--- src/rtl/uds_defines.svh ---
// Constants for the USB device state control block.
// Assumes a 100 MHz system clock and classic Wishbone register access.
`ifndef UDS_DEFINES_SVH
`define UDS_DEFINES_SVH
`define UDS_CLK_MHZ 100
`define UDS_IDLE_MS 3
`define UDS_IDLE_CYC (`UDS_IDLE_MS * 1000 * `UDS_CLK_MHZ)
`define UDS_NUM_EP 7
`define UDS_RAM_BYTES 1024
// Register word byte addresses
`define UDS_A_CTRL 8'h00
`define UDS_A_STAT 8'h04
`define UDS_A_DEVCON 8'h08
`define UDS_A_DEVIRQ 8'h0c
`define UDS_A_EPRST 8'h10
`define UDS_A_EPCFG0 8'h20
`define UDS_A_EPSTA0 8'h40
`define UDS_A_EPCON0 8'h60
// Control register bits
`define UDS_C_EN 0
`define UDS_C_FRZ 1
`define UDS_C_PINEN 2
`define UDS_C_ROLE 3
`define UDS_C_LS 4
`define UDS_CTRL_RST 32'h0000_0006
// Status register bits
`define UDS_S_VBUS 0
`define UDS_S_ID 1
`define UDS_S_SUPPLY_CHANGE_FLAG 2
`define UDS_S_PLUG_ID_CHANGE_FLAG 3
`define UDS_S_PAD 4
`define UDS_S_IRQ 5
// Device control bits
`define UDS_D_ADDR_W 7
`define UDS_D_ADDR_APPLY 7
`define UDS_D_DETACH 8
// Device interrupt flags
`define UDS_I_SUSPEND_FLAG 0
`define UDS_I_WAKE 1
`define UDS_I_BUS_RESET_END_FLAG 2
// Endpoint config fields
`define UDS_F_MEMORY_CLAIM 0
`define UDS_F_BK 2
`define UDS_F_SIZE 4
`define UDS_F_DIR 8
`define UDS_F_TYPE 11
// Endpoint status / control bits
`define UDS_E_CONFIG_VALID 18
`define UDS_E_TOGGLE_SEQUENCE 8
`define UDS_E_TOGGLE_CLEAR_REQ 18
`endif

--- src/rtl/uds_pkg.sv ---
// Types for the USB device state control block.
// Assumes uds_defines.svh is available to the design.
package uds_pkg;
   typedef enum logic [1:0] {
      UDS_RESET = 2'b00,
      UDS_IDLE = 2'b01,
      UDS_ACTIVE = 2'b11
   } uds_state_e;
   // Bus-side line state levels from the line receiver
   typedef struct packed {
      logic bus_idle;
      logic bus_nonidle;
      logic bus_reset;
   } uds_line_s;
   // Pad controls toward the transceiver
   typedef struct packed {
      logic rx_on;
      logic pulldown_on;
      logic dp_pullup;
      logic dm_pullup;
   } uds_pad_s;
endpackage : uds_pkg

--- src/rtl/uds_device_ctrl.sv ---
// Device-side state control: pad suspend, supply and role detection,
// device states, endpoint enable/reset checks and address filtering.
// Assumes line events come from same-clock logic; pins are asynchronous.
`include "uds_defines.svh"
`timescale 1ns/1ps
`default_nettype none
module uds_device_ctrl
#(
   parameter int IDLE_CYC = `UDS_IDLE_CYC
)
(
   input wire logic clk,
   input wire logic rst,
   input wire logic wb_cyc_i,
   input wire logic wb_stb_i,
   input wire logic wb_we_i,
   input wire logic [7:0] wb_adr_i,
   input wire logic [3:0] wb_sel_i,
   input wire logic [31:0] wb_dat_i,
   output logic [31:0] wb_dat_o,
   output logic wb_ack_o,
   input wire logic session_ok,
   input wire logic supply_high_ok,
   input wire logic plug_id_pin,
   input wire uds_pkg::uds_line_s line_i,
   input wire logic [3:0] pkt_ep,
   input wire logic [6:0] pkt_addr,
   output logic pkt_accept,
   output uds_pkg::uds_pad_s pad_o,
   output logic usb_irq
);
   // Pin synchronisers
   logic [2:0] sync1_ff;
   logic [2:0] sync2_ff;
   always_ff @(posedge clk)
   begin
      if (rst)
      begin
         // Plug pin rests high; resetting it low would fake a role change
         sync1_ff <= 3'h4;
         sync2_ff <= 3'h4;
      end
      else
      begin
         sync1_ff <= {plug_id_pin, supply_high_ok, session_ok};
         sync2_ff <= sync1_ff;
      end
   end
   wire logic sess_s = sync2_ff[0];
   wire logic high_s = sync2_ff[1];
   wire logic pin_s = sync2_ff[2];

   logic [31:0] ctrl_ff;
   logic [8:0] devcon_ff;
   logic [2:0] dirq_ff;
   logic vbus_ff, supply_change_flag_ff, plug_id_change_flag_ff, id_prev_ff;
   logic [6:0] epen_ff, eprst_ff, toggle_clear_req_ff, toggle_sequence_ff;
   logic [15:0] epcfg_ff [`UDS_NUM_EP];
   logic [6:0] config_valid_ff;
   logic [7:0] epsta_irq_ff [`UDS_NUM_EP];
   logic [31:0] idle_cnt_ff;
   uds_pkg::uds_state_e state_ff;

   // Writes land at the edge that sees ack high, as the master expects
   wire logic wr = wb_cyc_i & wb_stb_i & wb_we_i & wb_ack_o;
   wire logic controller_enable = ctrl_ff[`UDS_C_EN];
   wire logic frz = ctrl_ff[`UDS_C_FRZ];
   // Role bit: 1 is device
   wire logic role_dev = ctrl_ff[`UDS_C_PINEN] ? pin_s :
      ctrl_ff[`UDS_C_ROLE];
   wire logic dev_on = controller_enable & role_dev;
   wire logic detach = devcon_ff[`UDS_D_DETACH];
   wire logic bus_rst = line_i.bus_reset & (state_ff == uds_pkg::UDS_ACTIVE);

   // Byte lane write merge
   function automatic logic [31:0] merge(input logic [31:0] old,
      input logic [31:0] d, input logic [3:0] sel);
      logic [31:0] r;
      r = old;
      for (int i = 0; i < 4; i++)
         if (sel[i])
            r[i*8 +: 8] = d[i*8 +: 8];
      return r;
   endfunction : merge

   // Size/bank legality: 8<<size bytes times banks within limits
   function automatic logic cfg_ok(input logic [15:0] c, input int ep);
      int bytes;
      bytes = (8 << c[`UDS_F_SIZE +: 3]) * (int'(c[`UDS_F_BK +: 2]) + 1);
      return (c[`UDS_F_BK +: 2] != 2'h3) &&
         (ep != 0 || c[`UDS_F_BK +: 2] == 2'h0) &&
         (bytes <= `UDS_RAM_BYTES);
   endfunction : cfg_ok

   // Control bits survive controller disable; reset only by rst
   always_ff @(posedge clk)
   begin
      if (rst)
         ctrl_ff <= `UDS_CTRL_RST;
      else if (wr && wb_adr_i == `UDS_A_CTRL)
         ctrl_ff <= merge(ctrl_ff, wb_dat_i, wb_sel_i) & 32'h0000_001f;
   end

   // Device state: reset, idle after enable, active on bus activity
   always_ff @(posedge clk)
   begin
      if (rst || !dev_on)
         state_ff <= uds_pkg::UDS_RESET;
      else
         case (state_ff)
            uds_pkg::UDS_RESET: state_ff <= uds_pkg::UDS_IDLE;
            uds_pkg::UDS_IDLE:
               if (line_i.bus_nonidle && !detach)
                  state_ff <= uds_pkg::UDS_ACTIVE;
            uds_pkg::UDS_ACTIVE:
               if (detach || dirq_ff[`UDS_I_SUSPEND_FLAG])
                  state_ff <= uds_pkg::UDS_IDLE;
            default: state_ff <= uds_pkg::UDS_RESET;
         endcase
   end

   // Idle bus timer for suspend detection
   always_ff @(posedge clk)
   begin
      if (rst || !dev_on || !line_i.bus_idle)
         idle_cnt_ff <= 32'h0;
      else if (idle_cnt_ff < IDLE_CYC)
         idle_cnt_ff <= idle_cnt_ff + 32'h1;
   end
   wire logic suspend_flag_ev = dev_on && line_i.bus_idle &&
      idle_cnt_ff == IDLE_CYC - 1;
   wire logic wake_ev = dev_on && line_i.bus_nonidle;

   // Device flags; write one clears, events win over clears
   always_ff @(posedge clk)
   begin
      if (rst || !dev_on)
         dirq_ff <= 3'h0;
      else
      begin
         if (wr && wb_adr_i == `UDS_A_DEVIRQ)
            dirq_ff <= dirq_ff & ~wb_dat_i[2:0];
         if (suspend_flag_ev)
         begin
            dirq_ff[`UDS_I_SUSPEND_FLAG] <= 1'b1;
            dirq_ff[`UDS_I_WAKE] <= 1'b0;
         end
         if (wake_ev)
         begin
            dirq_ff[`UDS_I_WAKE] <= 1'b1;
            dirq_ff[`UDS_I_SUSPEND_FLAG] <= 1'b0;
         end
         if (line_i.bus_reset && !dirq_ff[`UDS_I_BUS_RESET_END_FLAG] && state_ff ==
            uds_pkg::UDS_ACTIVE)
            dirq_ff[`UDS_I_BUS_RESET_END_FLAG] <= 1'b0;
      end
   end

   // End of bus reset detected by falling edge of the reset indication
   logic busrst_d_ff;
   always_ff @(posedge clk)
   begin
      if (rst)
         busrst_d_ff <= 1'b0;
      else
         busrst_d_ff <= bus_rst;
   end
   logic bus_reset_end_flag_ff;
   always_ff @(posedge clk)
   begin
      if (rst || !dev_on)
         bus_reset_end_flag_ff <= 1'b0;
      else if (busrst_d_ff && !bus_rst)
         bus_reset_end_flag_ff <= 1'b1;
      else if (wr && wb_adr_i == `UDS_A_DEVIRQ && wb_dat_i[`UDS_I_BUS_RESET_END_FLAG])
         bus_reset_end_flag_ff <= 1'b0;
   end

   // Address and detach; address cleared on rst, controller disable and bus reset
   always_ff @(posedge clk)
   begin
      if (rst)
         devcon_ff <= 9'h100;
      else if (!controller_enable || bus_rst)
         devcon_ff <= {devcon_ff[`UDS_D_DETACH], 8'h00};
      else if (wr && wb_adr_i == `UDS_A_DEVCON)
         devcon_ff <= wb_dat_i[8:0];
   end

   // Supply presence with role-dependent hysteresis
   always_ff @(posedge clk)
   begin
      if (rst)
         vbus_ff <= 1'b0;
      else if (role_dev)
         vbus_ff <= sess_s;
      else if (high_s)
         vbus_ff <= 1'b1;
      else if (!sess_s)
         vbus_ff <= 1'b0;
   end
   logic vbus_prev_ff;
   always_ff @(posedge clk)
   begin
      if (rst)
      begin
         vbus_prev_ff <= 1'b0;
         id_prev_ff <= 1'b1;
      end
      else
      begin
         vbus_prev_ff <= vbus_ff;
         id_prev_ff <= role_dev;
      end
   end
   // Transition flags work even with the controller disabled
   always_ff @(posedge clk)
   begin
      if (rst)
      begin
         supply_change_flag_ff <= 1'b0;
         plug_id_change_flag_ff <= 1'b0;
      end
      else
      begin
         if (vbus_prev_ff != vbus_ff)
            supply_change_flag_ff <= 1'b1;
         else if (wr && wb_adr_i == `UDS_A_STAT && wb_dat_i[`UDS_S_SUPPLY_CHANGE_FLAG])
            supply_change_flag_ff <= 1'b0;
         if (id_prev_ff != role_dev)
            plug_id_change_flag_ff <= 1'b1;
         else if (wr && wb_adr_i == `UDS_A_STAT && wb_dat_i[`UDS_S_PLUG_ID_CHANGE_FLAG])
            plug_id_change_flag_ff <= 1'b0;
      end
   end

   // Endpoint enable and reset bits
   always_ff @(posedge clk)
   begin
      if (rst || !dev_on)
      begin
         epen_ff <= 7'h00;
         eprst_ff <= 7'h00;
      end
      else if (bus_rst)
         epen_ff <= epen_ff & 7'h01;
      else if (wr && wb_adr_i == `UDS_A_EPRST)
      begin
         epen_ff <= wb_dat_i[6:0];
         eprst_ff <= wb_dat_i[22:16];
      end
   end

   // Per-endpoint configuration, status sources, toggle and requests
   always_ff @(posedge clk)
   begin
      for (int n = 0; n < `UDS_NUM_EP; n++)
      begin
         if (rst || !dev_on)
         begin
            epcfg_ff[n] <= 16'h0000;
            config_valid_ff[n] <= 1'b0;
            epsta_irq_ff[n] <= 8'h00;
            toggle_sequence_ff[n] <= 1'b0;
            toggle_clear_req_ff[n] <= 1'b0;
         end
         else
         begin
            // Configuration survives endpoint reset and disable
            if (wr && wb_adr_i == 8'(`UDS_A_EPCFG0 + 4 * n))
            begin
               epcfg_ff[n] <= wb_dat_i[15:0];
               config_valid_ff[n] <= wb_dat_i[`UDS_F_MEMORY_CLAIM] &&
                  cfg_ok(wb_dat_i[15:0], n);
            end
            // Status sources kept across bus reset
            if (wr && wb_adr_i == 8'(`UDS_A_EPSTA0 + 4 * n))
               epsta_irq_ff[n] <= epsta_irq_ff[n] & ~wb_dat_i[7:0];
            if (!epen_ff[n] || toggle_clear_req_ff[n] || (n == 0 && bus_rst))
               toggle_sequence_ff[n] <= 1'b0;
            if (eprst_ff[n] || !epen_ff[n])
               toggle_clear_req_ff[n] <= 1'b0;
            else if (wr && wb_adr_i == 8'(`UDS_A_EPCON0 + 4 * n) &&
               wb_dat_i[`UDS_E_TOGGLE_CLEAR_REQ])
               toggle_clear_req_ff[n] <= 1'b1;
            else
               toggle_clear_req_ff[n] <= 1'b0;
         end
      end
   end

   // Packet acceptance: address filter and endpoint readiness
   wire logic [6:0] my_addr = devcon_ff[`UDS_D_ADDR_APPLY] ? devcon_ff[6:0] :
      7'h00;
   wire logic [2:0] epi = (pkt_ep < 4'd7) ? pkt_ep[2:0] : 3'd0;
   assign pkt_accept = (state_ff == uds_pkg::UDS_ACTIVE) && !frz &&
      pkt_addr == my_addr && pkt_ep < 4'd7 && epen_ff[epi] &&
      !eprst_ff[epi] && config_valid_ff[epi];

   // Pad controls
   wire logic pad_idle = (state_ff != uds_pkg::UDS_ACTIVE);
   always_comb
   begin
      pad_o.rx_on = !pad_idle;
      pad_o.pulldown_on = pad_idle;
      pad_o.dp_pullup = dev_on && !detach && vbus_ff &&
         !ctrl_ff[`UDS_C_LS];
      pad_o.dm_pullup = dev_on && !detach && vbus_ff &&
         ctrl_ff[`UDS_C_LS];
   end

   // Frozen clock lets only the asynchronous sources through
   assign usb_irq = supply_change_flag_ff | plug_id_change_flag_ff | dirq_ff[`UDS_I_WAKE] |
      (!frz & (dirq_ff[`UDS_I_SUSPEND_FLAG] | bus_reset_end_flag_ff));

   // Wishbone read mux and single-cycle ack
   always_ff @(posedge clk)
   begin
      if (rst)
      begin
         wb_ack_o <= 1'b0;
         wb_dat_o <= 32'h0;
      end
      else
      begin
         wb_ack_o <= wb_cyc_i & wb_stb_i & ~wb_ack_o;
         wb_dat_o <= 32'h0;
         case (wb_adr_i)
            `UDS_A_CTRL: wb_dat_o <= ctrl_ff;
            `UDS_A_STAT: wb_dat_o <= {26'h0, usb_irq, !pad_idle, plug_id_change_flag_ff,
               supply_change_flag_ff, role_dev, vbus_ff};
            `UDS_A_DEVCON: wb_dat_o <= {23'h0, devcon_ff};
            `UDS_A_DEVIRQ: wb_dat_o <= {29'h0, bus_reset_end_flag_ff,
               dirq_ff[`UDS_I_WAKE], dirq_ff[`UDS_I_SUSPEND_FLAG]};
            `UDS_A_EPRST: wb_dat_o <= {9'h0, eprst_ff, 9'h0, epen_ff};
            default:
               for (int n = 0; n < `UDS_NUM_EP; n++)
               begin
                  if (wb_adr_i == 8'(`UDS_A_EPCFG0 + 4 * n))
                     wb_dat_o <= {16'h0, epcfg_ff[n]};
                  if (wb_adr_i == 8'(`UDS_A_EPSTA0 + 4 * n))
                     wb_dat_o <= {13'h0, config_valid_ff[n], 9'h0, toggle_sequence_ff[n],
                        epsta_irq_ff[n]};
                  if (wb_adr_i == 8'(`UDS_A_EPCON0 + 4 * n))
                     wb_dat_o <= {13'h0, toggle_clear_req_ff[n], 18'h0};
               end
         endcase
      end
   end

   a_suspend_flag_wake_excl: assert property (@(posedge clk) disable iff (rst)
      !(dirq_ff[`UDS_I_SUSPEND_FLAG] && dirq_ff[`UDS_I_WAKE]))
      else $error("suspend and wake both set");
   a_suspend_flag_after_idle: assert property (@(posedge clk) disable iff (rst)
      suspend_flag_ev |=> dirq_ff[`UDS_I_SUSPEND_FLAG])
      else $error("suspend not set");
   a_wake_sets: assert property (@(posedge clk) disable iff (rst)
      wake_ev |=> dirq_ff[`UDS_I_WAKE] && !dirq_ff[`UDS_I_SUSPEND_FLAG])
      else $error("wake not set");
   a_pad_idle_pd: assert property (@(posedge clk) disable iff (rst)
      pad_idle |-> pad_o.pulldown_on && !pad_o.rx_on)
      else $error("idle pad wrong");
   a_pullup_gate: assert property (@(posedge clk) disable iff (rst)
      (pad_o.dp_pullup || pad_o.dm_pullup) |-> !detach && vbus_ff)
      else $error("pull-up while detached");
   a_vbus_change: assert property (@(posedge clk) disable iff (rst)
      $changed(vbus_ff) |=> supply_change_flag_ff)
      else $error("supply change missed");
   a_role_change: assert property (@(posedge clk) disable iff (rst)
      $changed(role_dev) |=> plug_id_change_flag_ff)
      else $error("role change missed");
   a_disable_reset: assert property (@(posedge clk) disable iff (rst)
      !dev_on |=> state_ff == uds_pkg::UDS_RESET)
      else $error("device not reset");
   a_epen_toggle: assert property (@(posedge clk) disable iff (rst)
      !epen_ff[0] |=> !toggle_sequence_ff[0])
      else $error("toggle not cleared");
   c_suspend: cover property (@(posedge clk) suspend_flag_ev);
   c_wake: cover property (@(posedge clk) wake_ev ##1 pad_o.rx_on);
   c_bus_reset: cover property (@(posedge clk) busrst_d_ff && !bus_rst);
   c_accept: cover property (@(posedge clk) pkt_accept);
endmodule : uds_device_ctrl
`default_nettype wire

--- config.mk ---
export PLATFORM = sky130hd
export DESIGN_NAME = uds_device_ctrl
export DESIGN_NICKNAME = d
export VERILOG_FILES = /design/src/rtl/uds_pkg.sv /design/src/rtl/uds_device_ctrl.sv
export VERILOG_INCLUDE_DIRS = /design/src /design/src/rtl
export SDC_FILE = /design/constraint.sdc
export NUM_CORES = 1
export LEC_CHECK = 0
export ABC_AREA = 0
export BUFFER_PORTS_ARGS = -buffer_cell sky130_fd_sc_hd__buf_2
export CORE_AREA = 2 2 194 196
export DETAILED_ROUTE_END_ITERATION = 8
export DIE_AREA = 0 0 196 198
export PLACE_DENSITY_LB_ADDON = 0.05
export SYNTH_ARGS = -nofsm -noshare
export SYNTH_HDL_FRONTEND = slang
export SYNTH_SLANG_ARGS = --single-unit
--- constraint.sdc ---
create_clock -name clk -period 8.2 [get_ports clk]
set_input_delay 0.82 -clock clk [delete_from_list [all_inputs] [get_ports clk]]
set_output_delay 0.82 -clock clk [all_outputs]
set_load 0.01 [all_outputs]
==> flow_summary_export.csv <==
group,metric,value,unit
synthesis,synth_top_area_cell,"edfxtp_1",
final_layout,final_util,43.9,%
synthesis,synth_fa_ha_area_share,2.79,%
timing,rsz0062_at_grt,"no",
global_routing,track_usage,24.2,%
cts,hold_buffers,0,
floorplan,rows,71,
setup_path,critPathMaxStageDelay,0.52,ns
setup_path,worstPathCellList,"buf_2, clkinv_1, ha_1, nand2_1, nor2_1, ha_1, inv_1, fa_1, inv_1, ha_1, nor2b_1, o21a_1, a2111o_1, a2111oi_0, a21oi_1, a21oi_1",
cts,htreeDepth,2,
synthesis,ys_async_sr_fraction,0,%
routing,dr.pass1.iters,9,
setup_path,crit_path_frequent_cell,"ha_1",
setup_path,arrival,5.15,ns
timing,hold_viol_final,0,
setup_path,path_delay_family,"adder cells",
timing,tns,0,ns
synthesis,synth_top_family_by_area,"simple AND/OR/NAND/NOR gates",
cts,clkSinkCount,283,
cts,cts_buffers,36,
synthesis,synth-xor-area-share,1.48,%
place,place_hpwl,30500,µm
synthesis,synth_most_common_cell,"edfxtp_1",
setup_path,crit_path_start_kind,"input port",
synthesis,ys_warn_count,0,
place,port_buffers,83,
cts,cts-resized-gates,0,
run_status,outcome,"completed",
floorplan,core-area,37000,µm²
global_routing,antenna_found_initial,1,
setup_path,crit_slowest_cell,"fa_1",
synthesis,synth_common_cells,"168 x edfxtp_1, 119 x and3_1, 115 x dfxtp_1",
floorplan,die_w,196,µm
timing,period_share,56.9,%
floorplan,io_pins,105,
final_layout,final_area,16200,µm²
synthesis,yosys_register_bits,283,
routing,detail_route.vias_per_cell,5.79,
cts,clockBufferDepth,3,
cts,cts_tree,"built",
synthesis,synth-simple-area-share,23.3,%
cts,worst_skew_pair.late_latency,0.55,ns
routing,drt-total-wl,46300,µm
routing,drtAntennaViolNets,0,
timing,setup_violations,0,
cts,cts_setup_buffers,0,
global_routing,overflow,0,
synthesis,synth_compound_area_share,12.8,%
timing,tightest_slew,1.22,ns
pwr,ir_worst_vdd,152,µV
place,placed_cell_area,15000,µm²
synthesis,synthFlopType,"edfxtp_1",
setup_path,crit_type,"input port to flip-flop",
setup_path,crit_fanout,13,
pwr,p_leak,6.46,nW
routing,drc,0,
floorplan,die_y,198,µm
routing,wl_per_cell,23.7,µm
synthesis,synth.lib_cells_used.distinct,86,
final_layout,fin_nets,1545,
floorplan,dieArea,38800,µm²
cts,root_buffer,"clkbuf_16",
synthesis,ys_top_cells_by_area,"edfxtp_1 36%, dfxtp_1 16%, and3_1 5.3%",
global_routing,grt_pass1_vias,11024,
global_routing,grt_pass1_wl,70600,µm
flow_run,max_cap_viol_count,0,
synthesis,synth-edff-count,168,
setup_path,cp.required,8.68,ns
routing,drt_iter0_markers,859,
final_layout,syn_to_final_growth,14.5,%
final_layout,drive_above_1_share,14.4,%
timing,fmax,214,MHz
final_layout,diodes,0,
worst_hold_path,hold_path_class,"flip-flop to flip-flop",
timing,slew_violations,0,
routing,via_count,11316,
cts,clk_pin_slew,0.06,ns
timing,maxSlewHeadroom,17.8,%
synthesis,syn-instance-count,1398,
setup_path,crit_buf_inv,4,
synthesis,synth_mux_area_share,2.85,%
global_routing,grt_start_max_net_pins,102,
pwr,powerDensity,204,nW/µm²
synthesis,synth.avg_cell_area,10.1,µm²
setup_path,end_kind,"flip-flop",
place,place_congestion,0.831,
timing,layout_min_cycle_time,4.67,ns
synthesis,ys_seq_area_share,51.9,%
synthesis,yosysTopAreaCellShare,35.6,%
synthesis,syn_area,14200,µm²
timing,fin_worst_skew,0.0173,ns
floorplan,start_util,38.3,%
[report_power, final]
part | switching (mW) | total, mW | internal, mW
clock network | 0.638 | 1.65 | 1.02
registers | 0.00158 | 1.49 | 1.49
logic | 0.117 | 0.163 | 0.0461
[cells by family after synthesis]
logic type / count (synthesis)
AOI/OAI and AO/OA: 280
xor gates and xnor gates: 24
adders and majority gates: 28
buffers and inverters: 154
DFF: 283
muxes: 37
other: 1
and+or+nand+nor: 591
[worst paths after layout]
path,slack (ns),depth (start not counted),startpoint,endpoint
hold / removal,0.40,1,sync1_ff[2]$_SDFF_PP1_,sync2_ff[2]$_SDFF_PP1_
hold reg to reg,0.40,1,sync1_ff[2]$_SDFF_PP1_,sync2_ff[2]$_SDFF_PP1_
setup / recovery,3.53,16,wb_dat_i[3],config_valid_ff[2]$_SDFFE_PP0P_
setup reg to reg,5.42,4,ctrl_ff[2]$_SDFFE_PP1P_,epsta_irq_ff[1][12]$_SDFFCE_PN0P_
[flip-flops by register name, summed over array words and instances (netlist names), 3 cells and up]
register / flops
toggle_clear_req_ff: 7
eprst_ff: 7
epsta_irq_ff: 56
sync1_ff: 3
idle_cnt_ff: 32
epcfg_ff: 112
sync2_ff: 3
config_valid_ff: 7
devcon_ff: 9
epen_ff: 7
wb_dat_o: 23
ctrl_ff: 5
[routing by layer]
metal | global-route usage (%) | up-vias | routed length [µm]
met2 | 37.1 | 386 | 20600
li1 | - | 5285 | -
met5 | 0 | - | 13
met4 | 7.46 | 2 | 1100
met1 | 35.2 | 5577 | 21500
met3 | 3.78 | 66 | 3070
[cell type report]
cell class	count	area [µm²]
fill	3560	20700
sequential	283	7350
multi-input combinational	969	6210
clock buffer	46	1030
timing repair buffer	116	663
tap	474	593
clock inverter	20	208
inverter	45	169
[cell usage in the layout (no fill, tap or decap), drive strengths merged, types with 12 or more instances in the layout]
cell type	n
clkbuf	46
nand2b	12
nor2	111
and3	119
nor3	50
edfxtp	168
o21ai	60
clkinv	13
nand2	95
nor3b	56
xnor2	13
mux2i	28
nor4	19
a22oi	22
buf	116
inv	47
dfxtp	115
ha	22
nor2b	17
nand3	47
a21oi	96
[metrics by stage]
| stage | cells | setup slack (ns) | hold WS [ns] | power (mW) |
|---|---|---|---|---|
| after global placement | 1887 | 3.05 | 0.393 | 1.68 |
| after CTS | 1953 | 3.56 | 0.403 | 3.34 |
| after detailed placement | 1887 | 3.01 | 0.395 | 1.69 |
| final | 1953 | 3.53 | 0.403 | 3.31 |
| after floorplan | 1406 | 4.15 | 0.389 | 1.62 |
| after global routing | 1953 | 3.38 | 0.435 | 3.41 |
Power figures use the tool's default switching activity.
